**config.mk**
```make
export PLATFORM = sky130hd
export DESIGN_NAME = tsr_bank
export DESIGN_NICKNAME = d
export VERILOG_FILES = /design/src/hw/tsr_pkg.sv /design/src/hw/tsr_bank.sv
export VERILOG_INCLUDE_DIRS = /design/src /design/src/hw
export SDC_FILE = /design/constraint.sdc
export NUM_CORES = 1
export LEC_CHECK = 0
export BUFFER_PORTS_ARGS = -buffer_cell sky130_fd_sc_hd__buf_2
export CAP_MARGIN = 40
export CORE_MARGIN = 2
export CORE_UTILIZATION = 54
export DETAILED_ROUTE_END_ITERATION = 16
export GPL_ROUTABILITY_DRIVEN = 0
export HOLD_SLACK_MARGIN = 0.1
export PLACE_DENSITY_LB_ADDON = 0.12
export SLEW_MARGIN = 20
export SYNTH_ARGS = -nofsm -noshare
export SYNTH_HDL_FRONTEND = slang
export SYNTH_SLANG_ARGS = --single-unit
```
**constraint.sdc**
```tcl
create_clock -name clk -period 7.3 [get_ports clk]
set_input_delay 0.73 -clock clk [delete_from_list [all_inputs] [get_ports clk]]
set_output_delay 0.73 -clock clk [all_outputs]
set_load 0.03 [all_outputs]
```
**src/hw/tsr_defines.svh**
```systemverilog
// Purpose: offsets, reset values, field positions and timing counts
// Assumes: byte-wide parallel host port, one transmit clock
// Notes:   definitions only
`ifndef TSR_DEFINES_SVH
`define TSR_DEFINES_SVH
// ==========================================================
// register offsets
`define TSR_OFS_EN1       8'h08
`define TSR_OFS_EN2       8'h09
`define TSR_OFS_EN3       8'h0a
`define TSR_OFS_EN4       8'h0b
`define TSR_OFS_SIG_FIRST 8'h50
`define TSR_OFS_SIG_T1END 8'h5b
`define TSR_OFS_SIG_LAST  8'h5f
// ==========================================================
// reset values and fields
`define TSR_EN_RST        8'h00
`define TSR_SIG_RST       8'h00
`define TSR_ALIGN_BIT     0
`define TSR_T1_BYTES      12
// ==========================================================
// timing
`define TSR_CLK_MHZ       50
`define TSR_D4_WRITE_US   120
`define TSR_D4_WIN_CYC    (`TSR_D4_WRITE_US * `TSR_CLK_MHZ)
`endif

```
**src/hw/tsr_pkg.sv**
```systemverilog
// Purpose: types shared by the transmit signaling bank
// Assumes: nothing beyond the defines header
// Notes:   types only
package tsr_pkg;
  // ==========================================================
  // signaling layouts
  typedef enum logic [1:0] {
    TSR_E1_CCS,
    TSR_E1_CAS,
    TSR_T1_ESF,
    TSR_T1_D4
  } tsr_mode_e;

  // one host access
  typedef struct packed {
    logic       wr;
    logic       rd;
    logic [7:0] addr;
    logic [7:0] wdata;
  } tsr_host_s;

  // per-channel lookup answer
  typedef struct packed {
    logic       en;
    logic [3:0] sig;
  } tsr_chan_s;

  // e1 cas alignment/alarm word sourcing
  typedef struct packed {
    logic       upper_cas_align_source;
    logic       lower_cas_align_source;
    logic [3:0] upper;
    logic [3:0] lower;
  } tsr_cas_s;
endpackage

```
**src/hw/tsr_bank.sv**
```systemverilog
// Purpose: transmit signaling store with per-channel insertion enables
// Assumes: all inputs synchronous to the transmit clock clk
// Notes:   framer datapath outside; it polls channels via ch_sel
`include "tsr_defines.svh"
`timescale 1ns/1ps
`default_nettype none

// Contract
// RL1: in E1 CCS the sixteen bytes form 128 serial bits, MSB of byte 1 first.
// RL2: in T1 ESF twelve bytes hold ABCD, even channel high, odd channel low.
// RL3: in T1 D4 each channel nibble holds A,B then a second A,B pair.
// RL4: D4 contents are treated as signaling for two successive frames.
// RL5: in E1 CAS the first byte can supply the alignment/alarm word.
// RL6: bit 0 of enable 1 sources the upper align nibble from byte 1.
// RL7: in E1 CAS bits 1..7 of enable 1 enable channels 1..7.
// RL8: in E1 CAS bits 0..7 of enable 2 enable channels 8..15.
// RL9: bit 0 of enable 3 sources the lower align nibble from byte 1.
// RL10: in E1 CAS bits 1..7 of enable 3 enable channels 16..22.
// RL11: in E1 CAS bits 0..7 of enable 4 enable channels 23..30.
// RL12: an enable bit of 1 inserts from the store, 0 does not; all reset 0.
// RL13: at each multiframe boundary the store is copied to the out register.
// RL14: in D4 the C,D slots give the next multiframe; reload every other one.
// RL15: in D4 the host writes within 120 us of every other boundary.
// RL16: in T1 only the first twelve bytes are used.
module tsr_bank
  import tsr_pkg::*;
#(
  parameter int D4_WIN_CYC = `TSR_D4_WIN_CYC
) (
  input  wire logic      clk,
  input  wire logic      srst,
  input  wire tsr_host_s host,
  output logic [7:0]     rdata,
  input  wire tsr_mode_e mode,
  input  wire logic      mf_boundary,
  input  wire logic [4:0] ch_sel,
  output tsr_chan_s      ch_out,
  output tsr_cas_s       cas_out,
  input  wire logic      ccs_shift,
  output logic           ccs_bit,
  output logic           d4_use_cd,
  output logic           d4_write_window
);

  // ==========================================================
  // host registers
  logic [7:0] sw_sig_insert_en_1;
  logic [7:0] sw_sig_insert_en_2;
  logic [7:0] sw_sig_insert_en_3;
  logic [7:0] sw_sig_insert_en_4;
  logic [7:0] tx_signaling_bytes [16];
  logic [7:0] out_reg [16];
  logic [6:0] ccs_ptr;
  logic       is_t1;
  logic       is_sig_addr;
  logic [3:0] sig_idx;
  logic       load_now;

  assign is_t1       = (mode == TSR_T1_ESF) || (mode == TSR_T1_D4);
  assign is_sig_addr = (host.addr >= `TSR_OFS_SIG_FIRST) &&
                       (host.addr <= `TSR_OFS_SIG_LAST);
  assign sig_idx     = host.addr[3:0];

  // enable registers; all clear at reset
  always_ff @(posedge clk) begin
    if (srst) begin
      sw_sig_insert_en_1 <= `TSR_EN_RST; // RL12
      sw_sig_insert_en_2 <= `TSR_EN_RST; // RL12
      sw_sig_insert_en_3 <= `TSR_EN_RST; // RL12
      sw_sig_insert_en_4 <= `TSR_EN_RST; // RL12
    end else if (host.wr) begin
      unique case (host.addr)
        `TSR_OFS_EN1: sw_sig_insert_en_1 <= host.wdata;
        `TSR_OFS_EN2: sw_sig_insert_en_2 <= host.wdata;
        `TSR_OFS_EN3: sw_sig_insert_en_3 <= host.wdata;
        `TSR_OFS_EN4: sw_sig_insert_en_4 <= host.wdata;
        default: ;
      endcase
    end
  end

  // signaling bytes; writes land here only, never in out_reg
  always_ff @(posedge clk) begin
    if (srst) begin
      for (int i = 0; i < 16; i++) begin
        tx_signaling_bytes[i] <= `TSR_SIG_RST;
      end
    end else if (host.wr && is_sig_addr) begin
      tx_signaling_bytes[sig_idx] <= host.wdata;
    end
  end

  // registered read; unmapped offsets read zero
  always_ff @(posedge clk) begin
    if (srst) begin
      rdata <= 8'h00;
    end else if (host.rd) begin
      if (is_sig_addr) begin
        rdata <= tx_signaling_bytes[sig_idx];
      end else begin
        unique case (host.addr)
          `TSR_OFS_EN1: rdata <= sw_sig_insert_en_1;
          `TSR_OFS_EN2: rdata <= sw_sig_insert_en_2;
          `TSR_OFS_EN3: rdata <= sw_sig_insert_en_3;
          `TSR_OFS_EN4: rdata <= sw_sig_insert_en_4;
          default:      rdata <= 8'h00;
        endcase
      end
    end
  end

  // ==========================================================
  // multiframe loading
  // d4: load on one boundary, play C,D slots on the next
  assign load_now = mf_boundary && ((mode != TSR_T1_D4) || d4_use_cd);

  always_ff @(posedge clk) begin
    if (srst) begin
      d4_use_cd <= 1'b1; // first boundary after reset loads
    end else if (mf_boundary) begin
      if (mode == TSR_T1_D4) begin
        d4_use_cd <= !d4_use_cd; // RL14
      end else begin
        d4_use_cd <= 1'b1;
      end
    end
  end

  // copy store to outgoing register; t1 leaves bytes 13..16 idle
  always_ff @(posedge clk) begin
    if (srst) begin
      for (int i = 0; i < 16; i++) begin
        out_reg[i] <= `TSR_SIG_RST;
      end
    end else if (load_now) begin
      for (int i = 0; i < 16; i++) begin
        if (is_t1 && (i >= `TSR_T1_BYTES)) begin
          out_reg[i] <= 8'h00; // RL16
        end else begin
          out_reg[i] <= tx_signaling_bytes[i]; // RL13
        end
      end
    end
  end

  a_load_copy: assert property (@(posedge clk) disable iff (srst) // RL13
    load_now && !host.wr |=> out_reg[3] == $past(tx_signaling_bytes[3]))
    else $error("store not copied at boundary");

  a_d4_reload: assert property (@(posedge clk) disable iff (srst) // RL14
    mf_boundary && mode == TSR_T1_D4 && !d4_use_cd |=>
      $stable(out_reg[0]))
    else $error("d4 reloaded on an off boundary");

  a_t1_unused: assert property (@(posedge clk) disable iff (srst) // RL16
    load_now && is_t1 |=> out_reg[12] == 8'h00 && out_reg[15] == 8'h00)
    else $error("t1 loaded bytes beyond twelve");

  // ==========================================================
  // d4 host write window: open after a boundary that loaded
  // a simple count; host writes late show no error, only a
  // closed window, so software sees only whether the window is open
  localparam int WIN_W = $clog2(D4_WIN_CYC + 1);
  logic [WIN_W-1:0] win_cnt;

  always_ff @(posedge clk) begin
    if (srst) begin
      win_cnt <= '0;
    end else if (load_now && mode == TSR_T1_D4) begin
      win_cnt <= WIN_W'(D4_WIN_CYC); // RL15
    end else if (win_cnt != '0) begin
      win_cnt <= win_cnt - 1'b1;
    end
  end

  assign d4_write_window = (win_cnt != '0) && (mode == TSR_T1_D4);

  a_d4_window: assert property (@(posedge clk) disable iff (srst) // RL15
    load_now && mode == TSR_T1_D4 ##1 mode == TSR_T1_D4 |->
      d4_write_window)
    else $error("d4 write window not opened");

  // ==========================================================
  // e1 ccs serial order: bit 1 is msb of first byte
  logic [3:0] ccs_byte;
  logic [2:0] ccs_pos;

  assign ccs_byte = ccs_ptr[6:3];
  assign ccs_pos  = 3'd7 - ccs_ptr[2:0];

  always_ff @(posedge clk) begin
    if (srst || mf_boundary) begin
      ccs_ptr <= 7'h00;
    end else if (ccs_shift && mode == TSR_E1_CCS) begin
      ccs_ptr <= ccs_ptr + 7'h01; // RL1
    end
  end

  always_ff @(posedge clk) begin
    if (srst) begin
      ccs_bit <= 1'b0;
    end else if (mode == TSR_E1_CCS) begin
      ccs_bit <= out_reg[ccs_byte][ccs_pos]; // RL1
    end else begin
      ccs_bit <= 1'b0;
    end
  end

  a_ccs_first: assert property (@(posedge clk) disable iff (srst) // RL1
    mode == TSR_E1_CCS && ccs_ptr == 7'h00 ##1 mode == TSR_E1_CCS |->
      ccs_bit == $past(out_reg[0][7]))
    else $error("ccs bit 1 not msb of first byte");

  // ==========================================================
  // per-channel enable vectors, channel k+1 at index k
  logic [29:0] e1_en;
  logic [23:0] t1_en;

  assign e1_en = {sw_sig_insert_en_4,          // RL11
                  sw_sig_insert_en_3[7:1],     // RL10
                  sw_sig_insert_en_2,          // RL8
                  sw_sig_insert_en_1[7:1]};    // RL7
  assign t1_en = {sw_sig_insert_en_3,
                  sw_sig_insert_en_2,
                  sw_sig_insert_en_1};

  // ==========================================================
  // channel lookup; e1 cas skips the alignment byte
  logic [3:0] ch_byte;
  logic [7:0] ch_data;
  logic [3:0] ch_nib;
  logic       next_en;
  logic [3:0] next_sig;

  assign ch_byte = is_t1 ? ch_sel[4:1] : 4'(ch_sel[4:1] + 4'h1);
  assign ch_data = out_reg[ch_byte];
  // odd channels low nibble, even channels high
  assign ch_nib  = ch_sel[0] ? ch_data[7:4] : ch_data[3:0]; // RL2

  always_comb begin
    next_en  = 1'b0;
    next_sig = 4'h0;
    unique case (mode)
      TSR_E1_CCS: begin
        next_en  = 1'b0;
        next_sig = 4'h0;
      end
      TSR_E1_CAS: begin
        next_en  = (ch_sel < 5'd30) && e1_en[ch_sel]; // RL12
        next_sig = ch_nib;
      end
      TSR_T1_ESF: begin
        next_en  = (ch_sel < 5'd24) && t1_en[ch_sel]; // RL12
        next_sig = ch_nib; // RL2
      end
      TSR_T1_D4: begin
        next_en  = (ch_sel < 5'd24) && t1_en[ch_sel]; // RL12
        // two frames per load: first A,B then the C,D slots
        next_sig = d4_use_cd ? {ch_nib[1:0], 2'b00} // RL4
                             : {ch_nib[3:2], 2'b00}; // RL3
      end
    endcase
  end

  always_ff @(posedge clk) begin
    if (srst) begin
      ch_out <= '0;
    end else begin
      ch_out.en  <= next_en;
      // disabled channels carry no store data
      ch_out.sig <= next_en ? next_sig : 4'h0; // RL12
    end
  end

  a_ch_off: assert property (@(posedge clk) disable iff (srst) // RL12
    mode == TSR_E1_CAS && ch_sel == 5'd0 && !sw_sig_insert_en_1[1] |=>
      !ch_out.en)
    else $error("channel 1 enabled with bit clear");

  a_cas_ch8: assert property (@(posedge clk) disable iff (srst) // RL8
    mode == TSR_E1_CAS && ch_sel == 5'd7 && sw_sig_insert_en_2[0] |=>
      ch_out.en && ch_out.sig == $past(out_reg[4][7:4]))
    else $error("channel 8 not taken from store");

  a_cas_ch30: assert property (@(posedge clk) disable iff (srst) // RL11
    mode == TSR_E1_CAS && ch_sel == 5'd29 && sw_sig_insert_en_4[7] |=>
      ch_out.en && ch_out.sig == $past(out_reg[15][7:4]))
    else $error("channel 30 not taken from store");

  a_esf_ch24: assert property (@(posedge clk) disable iff (srst) // RL2
    mode == TSR_T1_ESF && ch_sel == 5'd23 && sw_sig_insert_en_3[7] |=>
      ch_out.sig == $past(out_reg[11][7:4]))
    else $error("esf channel 24 wrong nibble");

  a_d4_second: assert property (@(posedge clk) disable iff (srst) // RL4
    mode == TSR_T1_D4 && d4_use_cd && ch_sel == 5'd0 &&
      sw_sig_insert_en_1[0] |=>
      ch_out.sig == {$past(out_reg[0][1:0]), 2'b00})
    else $error("d4 second frame not from c,d slots");

  // ==========================================================
  // e1 cas alignment/alarm word sourcing from the first byte
  always_ff @(posedge clk) begin
    if (srst) begin
      cas_out <= '0;
    end else if (mode == TSR_E1_CAS) begin
      cas_out.upper_cas_align_source <=
        sw_sig_insert_en_1[`TSR_ALIGN_BIT]; // RL6
      cas_out.lower_cas_align_source <=
        sw_sig_insert_en_3[`TSR_ALIGN_BIT]; // RL9
      // nibbles zero when not sourced, so a stale byte never leaks
      cas_out.upper <= sw_sig_insert_en_1[`TSR_ALIGN_BIT] ?
                       out_reg[0][7:4] : 4'h0; // RL5
      cas_out.lower <= sw_sig_insert_en_3[`TSR_ALIGN_BIT] ?
                       out_reg[0][3:0] : 4'h0; // RL5
    end else begin
      cas_out <= '0;
    end
  end

  a_cas_upper: assert property (@(posedge clk) disable iff (srst) // RL6
    mode == TSR_E1_CAS && sw_sig_insert_en_1[0] |=>
      cas_out.upper_cas_align_source &&
      cas_out.upper == $past(out_reg[0][7:4]))
    else $error("upper align nibble not sourced");

  a_cas_lower: assert property (@(posedge clk) disable iff (srst) // RL9
    mode == TSR_E1_CAS && !sw_sig_insert_en_3[0] |=>
      !cas_out.lower_cas_align_source && cas_out.lower == 4'h0)
    else $error("lower align nibble sourced while off");

  a_cas_ch16: assert property (@(posedge clk) disable iff (srst) // RL10
    mode == TSR_E1_CAS && ch_sel == 5'd15 |=>
      ch_out.en == $past(sw_sig_insert_en_3[1]))
    else $error("channel 16 enable mismatch");

  a_cas_ch7: assert property (@(posedge clk) disable iff (srst) // RL7
    mode == TSR_E1_CAS && ch_sel == 5'd6 |=>
      ch_out.en == $past(sw_sig_insert_en_1[7]))
    else $error("channel 7 enable mismatch");

  a_en_reset: assert property (@(posedge clk) // RL12
    srst |=> sw_sig_insert_en_1 == 8'h00 && sw_sig_insert_en_4 == 8'h00)
    else $error("enables not cleared by reset");

endmodule
`default_nettype wire

```
; Word level (Yosys, flattened, before mapping)
; Memory sizes are Yosys's and may differ from the RTL's. A register that Yosys moved wholly into a read port is not among the register bits.
; Index checks and enable logic that the tools add are counted.
[totals]
wordCells = 146
mem_count = 2
in_bits = 29
output_inout_bits = 26
ram_bits = 256
mem_bits_ro = 0
latch_bits = 0
reg_bits = 77
[mem_list]
columns = name, words, width, read_ports, rd_ports_with_merged_regs, wr, line
row1 = out_reg, 16, 8, 3, 1, 16, tsr_bank.sv:52  ; logic [7:0] out_reg [16];
row2 = tx_signaling_bytes, 16, 8, 17, 0, 16, tsr_bank.sv:51  ; logic [7:0] tx_signaling_bytes [16];
[op_classes]
n_reduce_logical = 28
n_bitwise = 25
order_cmp = 6
eq_ne = 8
n_mux = 57
div_mod_pow = 0
addsub = 4
multipliers = 0
n_shift = 0
[ops]
columns = operator, count
row1 = 8-bit two-way mux, 22
row2 = "8-bit by 4-bit == test with 1-bit output, second input constant", 4
row3 = 8-bit case mux with 4 select lines, 1
row4 = 13-bit two-way mux, 2
row5 = 4-bit two-way mux, 6
row6 = 1-bit two-way mux, 21
row7 = 1-bit bitwise OR, 20
row8 = 13-bit nonzero test, 1
row9 = "13-bit by 1-bit subtractor with 13-bit output, second input constant", 1
row10 = 4-bit case mux with 3 select lines, 1
row11 = 2-bit OR reduction, 6
row12 = 1-bit binary-select mux with 5-bit select, 2
row13 = "5-bit less-than comparator, second input constant", 2
row14 = "8-bit by 7-bit >= comparator with 1-bit output, second input constant", 1
row15 = "8-bit by 7-bit less-or-equal comparator with 1-bit output, second input constant", 1
row16 = 1-bit logical AND, 8
row17 = 2-bit AND reduction, 4
row18 = 8-bit OR reduction, 1
row19 = "7-bit by 1-bit adder with 7-bit output, second input constant", 1
row20 = "5-bit by 6-bit less-than comparator with 1-bit output, second input constant", 1
row21 = 3-bit OR reduction, 2
row22 = 1-bit inverter, 5
row23 = "4-bit by 1-bit adder with 4-bit output, second input constant", 1
row24 = "2-bit == test, second input constant", 2
row25 = 10 further kinds, 12

; Logic depth before layout (Yosys ltp)
; Gate-level depths: netlist (run 1).
[depth]
depth_word = 8
depth_mapped = 12
mapped_depth_nobuf = 9

; Least setup slack after synthesis (run 1)
; OpenSTA, ideal clock, no wires.
[synth_timing]
path_kind = input-to-reg
from = input mode[0]
to = memory out_reg[0][0] (enable)
setup_time_ns = 0.571
n_path_buf = 1
path_stages = 4
path_slack_ns = 1.011
t_arrival_ns = 5.718
cell_sequence = ha_1 > buf_2 > nor2b_1 > o21bai_1
[synth_rtl]
columns = item, line
row1 = start: declaration, tsr_bank.sv:34  ; input wire tsr_mode_e mode,
row2 = end: declaration, tsr_bank.sv:52

; Worst setup path after layout (run 1)
[layout_timing]
from = input ch_sel[2]
to = register ch_out[3] in the netlist's numbering
[layout_via]
elab_chain_cells = 6
elab_cells_between_ends = 17
[layout_lines]
columns = item, line
row1 = start: declaration, tsr_bank.sv:36  ; input wire logic [4:0] ch_sel,
row2 = 4-bit by 1-bit adder with 4-bit output (tied with other cells), tsr_bank.sv:235  ; assign ch_byte = is_t1 ? ch_sel[4:1] : 4'(ch_sel[4:1] + 4'h1);
row3 = 4-bit two-way mux (tied with other cells), tsr_bank.sv:235
row4 = memory 16 x 8 bit (tied with other cells), --
row5 = 4-bit two-way mux or 1-bit case mux with 3 select lines (tied branches), "tsr_bank.sv:238, tsr_bank.sv:243"
row6 = 4-bit two-way mux or 1-bit inverter (tied branches), --
row7 = 4-bit case mux with 3 select lines or 2-bit OR reduction (tied branches), --
row8 = end: declaration, tsr_bank.sv:37  ; output tsr_chan_s ch_out,
; Several ways; a longest one is shown, not always the timed one. The select of a mux whose other input is x is not followed.
; A chain may end at the register's enable or synchronous reset.

==> results of run 1 <==
-- path summary, 6_finish.rpt --
| check | end | slack [ns] | cells past startpoint |
|---|---|---|---|
| worst max-delay path | ch_out[3]$_SDFF_PP0_ | 3.81 | 9 |
| worst min-delay path | sw_sig_insert_en_4[7]$_SDFFE_PP0P_ | 0.47 | 2 |
| worst max register to register | ccs_bit$_SDFF_PP0_ | 4.51 | 6 |
| worst min register to register | sw_sig_insert_en_4[7]$_SDFFE_PP0P_ | 0.47 | 2 |
-- layer usage --
metal | global-route usage | wire length, µm
met2 | 0.430 | 20700
met3 | 0.0724 | 4850
met5 | 0 | 18
met4 | 0.0935 | 1660
met1 | 0.422 | 19500
-- Yosys cell counts (3+ instances only) --
cell type / n
xnor2_1: 9
a211oi_1: 9
a311oi_1: 14
nand4_1: 5
ha_1: 9
edfxtp_1: 256
a22oi_1: 3
clkbuf_1: 54
inv_1: 9
buf_4: 6
dfxtp_1: 81
nor3b_1: 3
xor2_1: 5
and3_1: 18
and2_1: 245
nor4_1: 3
mux4_2: 136
nand3b_1: 5
or3_1: 4
buf_6: 3
mux2i_1: 46
nor2_1: 51
mux2_2: 7
nor3_1: 12
nand3_1: 17
buf_2: 19
buf_1: 12
or2_2: 19
nand2b_1: 14
o21ai_0: 8
a21oi_1: 44
nor2b_1: 25
nand2_1: 106
-- power by group --
group | switching, mW | total, mW | internal (mW) | leakage [nW]
Clock | 0.756 | 1.80 | 1.05 | 0.570
Sequential | 0.107 | 2.30 | 2.19 | 3.28
Combinational | 0.314 | 0.574 | 0.260 | 2.96
-- critical path: stages --
cell,delay [ns]
buf_2,0.62
ha_1,0.61
buf_4,0.36
mux4_2,0.52
mux4_2,0.45
o32ai_1,0.23
a21oi_1,0.08
nand3_1,0.14
a41oi_1,0.13
-- metrics by stage --
step	instance area (µm²)	utilization	hold WS, ns	total power, mW
CTS	18900	0.602	0.467	4.70
detailed placement	17700	0.565	0.463	2.90
floorplan	17200	-	0.438	2.71
global placement	17700	0.563	0.448	2.89
finish	18900	0.603	0.469	4.68
global route	18900	0.603	0.482	4.83
-- cells by family (layout without fill, tap and decap cells) --
kind of cell / Yosys count / after routing
other: 0 / 1
multiplexers: 189 / 189
adder cells (fa/ha/maj): 9 / 9
buffers and inverters: 103 / 152
XOR/XNOR: 14 / 14
AND/OR/NAND/NOR: 536 / 536
AO/OA/AOI/OAI: 95 / 95
flip-flops: 337 / 337
-- area by class of cell --
class	instances	area, µm²
inverter	9	33.8
antenna	1	2.50
multi-input combinational	843	7430
clock inverter	19	153
fill	2456	12500
sequential	337	9310
clock buffer	46	1000
tap	402	503
timing repair buffer	78	488
==> flow_metrics.py, run 1 <==
metrics = {
    "run_status": {
        "status": "finished clean",
    },
    "cts": {
        "cts_hold_buf": 0,
        "ctsLongestPathBuffers": 3,
        "tritoncts": "yes",
        "htreeDepth": 2,
        "numCtsBuffers": 38,
        "post_cts_buffers": 0,
        "clkTransAtPathRegs_ns": 0.07,
        "clock-root-buffer": "clkbuf_16",
        "clkSinkCount": 337,
        "ctsResizeCount": 0,
        "clkLatencyLatePin_ns": 0.53,
    },
    "timing": {
        "max_freq_ghz": 0.286,
        "maxSlewHeadroom": 0.462,
        "worst_slew_pin_slew_ns": 0.807,
        "min_period_over_period": 0.478,
        "fin_skew_ns": 0.0146,
        "layout_setup_ws_ns": 3.81,
        "rsz0062_at_grt": "no",
        "hold_viol": 0,
        "setup_tns_ns": 0,
        "min_period_ns": 3.49,
        "finalSetupViolations": 0,
        "slew_violations": 0,
    },
    "routing": {
        "routed_wirelength_um": 46700,
        "drt_pass1_iterations": 7,
        "num_vias": 10930,
        "ant_nets": 0,
        "via_per_inst": 6.30,
        "drt_iter0_markers": 1254,
        "drcViolationCount": 0,
        "wl_per_cell_um": 26.9,
    },
    "worst_setup_path": {
        "critPathArrivalTime_ns": 3.89,
        "path_class": "in2reg",
        "endpoint_kind": "flop",
        "required_ns": 7.70,
        "crit_path_max_fanout": 33,
        "crit_path_start": "ch_sel[2]",
        "cp-start-kind": "primary input",
    },
    "synthesis": {
        "synth_warnings": 0,
        "ys_top_cells_by_area": "edfxtp_1 45%, mux4_2 18%, dfxtp_1 9.4%, and2_1 8.9%, mux2i_1 2.7%",
        "yosysUniqueCellTypes": 55,
        "syn_inst": 1283,
        "synth_edf_count": 256,
        "synthMuxAreaShare": 0.210,
        "synth_top_area_cell": "edfxtp_1",
        "netlist.area_leader.share": 0.448,
        "synth.avg_cell_area_um2": 13.4,
        "synth_ff_type": "edfxtp_1",
        "synth_fa_ha_area_frac": 0.00656,
        "synth-simple-area-share": 0.172,
        "async_flop_share": 0,
        "synth-xor-area-share": 0.00714,
        "synth_top_family_by_area": "multiplexers",
        "ys_seq_elements": 337,
        "synth_compound_area_frac": 0.0353,
        "synth-seq-area-share": 0.542,
        "syn_nets": 1321,
        "synth.cell_area_mm2": 0.0172,
    },
    "finish": {
        "layout_common_cells": "256 x edfxtp_1, 245 x and2_1, 136 x mux4_2",
        "area_delta_synth_final_pct": 10.2,
        "final_common_cell": "edfxtp_1",
        "final_nets": 1345,
        "drive_above_1_share": 0.226,
        "stdcell_count": 1735,
    },
    "run": {
        "timing.max_cap.violations": 0,
    },
    "power_and_ir_drop": {
        "ir_drop_v": 0.000164,
        "p_leak_nw": 6.81,
        "power-per-cell-area_mw_per_mm2": 247,
    },
    "placed_design": {
        "pre_cts_ws_ns": 3.26,
        "port_buffers": 54,
        "dp_cells": 1666,
        "dp_hpwl_um": 33900,
    },
    "floorplanning": {
        "chipHeight_um": 182,
        "core-area_mm2": 0.0314,
        "die_x_um": 182,
        "num_rows": 65,
        "dieArea_mm2": 0.0332,
        "start_util": 0.547,
        "num_io_pins": 55,
    },
    "global_route": {
        "grt_pass1_wl_um": 69700,
        "grt_pass1_vias": 10478,
        "grt_usage": 0.289,
        "grt_overflow_total": 0,
        "grt_max_degree": 81,
        "grt_antenna_before_repair": 3,
    },
    "worst_hold_path": {
        "hold_path.startpoint": "sw_sig_insert_en_4[7]$_SDFFE_PP0P_",
        "hp-class": "reg2reg",
    },
}
No activity file was read; power rests on OpenSTA's default activity.
==> run 2: changes to the inputs <==
==> constraint.sdc (replaced) <==
create_clock -name clk -period 3.27 [get_ports clk]
set_input_delay 0.327 -clock clk [delete_from_list [all_inputs] [get_ports clk]]
set_output_delay 0.327 -clock clk [all_outputs]
set_load 0.03 [all_outputs]
==> run 2 against run 1 <==
  * Worst setup slack worse by 3.5 ns
  * Register-to-register slack worse by 3.8 ns
  * Global-route usage is 0.73 points higher
  * Via count increased by 2.0%
  * Non-clock buffer count is 34 higher
  * Sequential power is 120% higher
  * Cell area up 2.2%
  * First-iteration DRC count up 13%
  * Sequential cell count unchanged
  * Total power increased by 130%
  * Critical path type is now reg2out
  * Count of clock-buffer cells in the layout increased by 5
==> flow_metrics.py, run 2 (synthesis gave the netlist of run 1 again) <==
metrics = {
    "floorplanning": {
        "start_util": 0.547,
        "num_io_pins": 55,
        "chipHeight_um": 182,
        "die_x_um": 182,
        "num_rows": 65,
        "dieArea_mm2": 0.0332,
        "core-area_mm2": 0.0314,
    },
    "global_route": {
        "grt_max_degree": 88,
        "grt_overflow_total": 0,
        "grt_pass1_vias": 10698,
        "grt_antenna_before_repair": 0,
        "grt_pass1_wl_um": 71800,
        "grt_usage": 0.296,
    },
    "routing": {
        "num_vias": 11150,
        "routed_wirelength_um": 47800,
        "via_per_inst": 6.30,
        "drcViolationCount": 0,
        "ant_nets": 0,
        "wl_per_cell_um": 27.0,
        "drt_pass1_iterations": 5,
        "drt_iter0_markers": 1420,
    },
    "worst_hold_path": {
        "hp-class": "in2reg",
    },
    "timing": {
        "min_period_ns": 2.97,
        "slew_violations": 0,
        "finalSetupViolations": 0,
        "rsz0062_at_grt": "no",
        "setup_tns_ns": 0,
        "worst_slew_pin_slew_ns": 0.693,
        "max_freq_ghz": 0.337,
        "fin_skew_ns": 0.00921,
        "hold_viol": 0,
        "min_period_over_period": 0.908,
        "maxSlewHeadroom": 0.537,
        "layout_setup_ws_ns": 0.302,
    },
    "finish": {
        "diodes": 0,
        "seqCellArea_mm2": 0.00931,
        "layout_common_cells": "256 x edfxtp_1, 245 x and2_1, 136 x mux4_2",
        "drive_above_1_share": 0.246,
        "final_common_cell": "edfxtp_1",
        "final_core_util": 0.616,
        "area_delta_synth_final_pct": 12.6,
        "multi_input_area_mm2": 0.00743,
        "final_nets": 1379,
        "n_fill_cell": 2438,
    },
    "cts": {
        "ctsLongestPathBuffers": 3,
        "post_cts_buffers": 0,
        "clkSinkCount": 337,
        "htreeDepth": 2,
        "tritoncts": "yes",
        "clock-root-buffer": "clkbuf_16",
        "clkLatencyLatePin_ns": 0.52,
        "numCtsBuffers": 38,
        "clkTransAtPathRegs_ns": 0.06,
    },
    "placed_design": {
        "pre_cts_ws_ns": 0.336,
        "port_buffers": 54,
        "dp_hpwl_um": 35500,
    },
    "worst_setup_path": {
        "crit_chain": "inv_1, ha_1, or4b_2, or4_1, and2_1, buf_2",
        "crit_slowest_cell": "or4b_2",
        "path_buf_inv": 2,
        "crit_path_max_fanout": 7,
        "slowest_delay_ns": 0.57,
        "path_class": "reg2out",
        "critPathArrivalTime_ns": 2.64,
        "cp-start-kind": "flop",
        "crit_family": "simple AND/OR/NAND/NOR gates",
        "required_ns": 2.94,
        "endpoint_kind": "primary output",
    },
    "run": {
        "timing.max_cap.violations": 0,
    },
    "power_and_ir_drop": {
        "p_leak_nw": 7.04,
        "power-per-cell-area_mw_per_mm2": 556,
        "ir_drop_v": 0.000472,
    },
    "run_status": {
        "status": "finished clean",
    },
}
[run 2: cell count changes in the layout (fill, tap and decap cells not counted), moves of 2 or more]
cell	delta
buf_12	+6
buf_4	+29
bufinv_16	+3
clkbuf_1	+3
clkbuf_8	+3
clkinv_1	-4
clkinv_2	-2
[run 2: worst min-delay path: cells and delay by family]
family,cells,cell delay (ns)
AO/OA/AOI/OAI,1,0.05
buffers and inverters,1,0.19
AND/OR/NAND/NOR,1,0.13
[run 2: area by class of cell]
cell class	count	share of cell area
Tap cell	402	0.0260
Clock buffer	51	0.0533
Sequential cell	337	0.482
Inverter	9	0.00175
Clock inverter	16	0.0116
Timing Repair Buffer	112	0.0414
Multi-Input combinational cell	843	0.384
[run 2: per-layer routing]
metal  routed length, µm  vias up  GRT usage
met4                1080        0     0.0719
met1               20800     5570      0.462
met5                   0        -          0
met2               20800      626      0.430
li1                    -     4884          -
met3                5150       70     0.0595
[run 2: repair_timing]
action,CTS,global route
hold buffers,1,0
resized for setup,0,0
endpoints found under the hold margin,1,0
[run 2: final timing paths]
| path | endpoint | from | slack, ns | cells past startpoint |
|---|---|---|---|---|
| max | d4_write_window | win_cnt[0]$_SDFFE_PP0P_ | 0.30 | 6 |
| min | rdata[3]$_SDFFE_PP0P_ | host[16] | 0.22 | 3 |
| max reg2reg | ccs_bit$_SDFF_PP0_ | flop | 0.76 | 6 |
| min reg2reg | rdata[3]$_SDFFE_PP0P_ | rdata[3]$_SDFFE_PP0P_ | 0.48 | 2 |
[run 2: power by group]
| group | switching [mW] | internal [mW] |
|---|---|---|
| sequential | 0.234 | 4.89 |
| clock | 1.70 | 2.61 |
| combinational | 0.714 | 0.605 |
[run 2: stage by stage]
step	hold slack [ns]	instances	power [mW]	cell area, µm²
global route	0.231	1770	11.1	19300
CTS	0.197	1770	10.8	19300
floorplan	0.438	1283	6.05	17200
detailed placement	0.474	1702	6.52	18100
global placement	0.471	1701	6.48	18100
finish	0.220	1770	10.8	19300
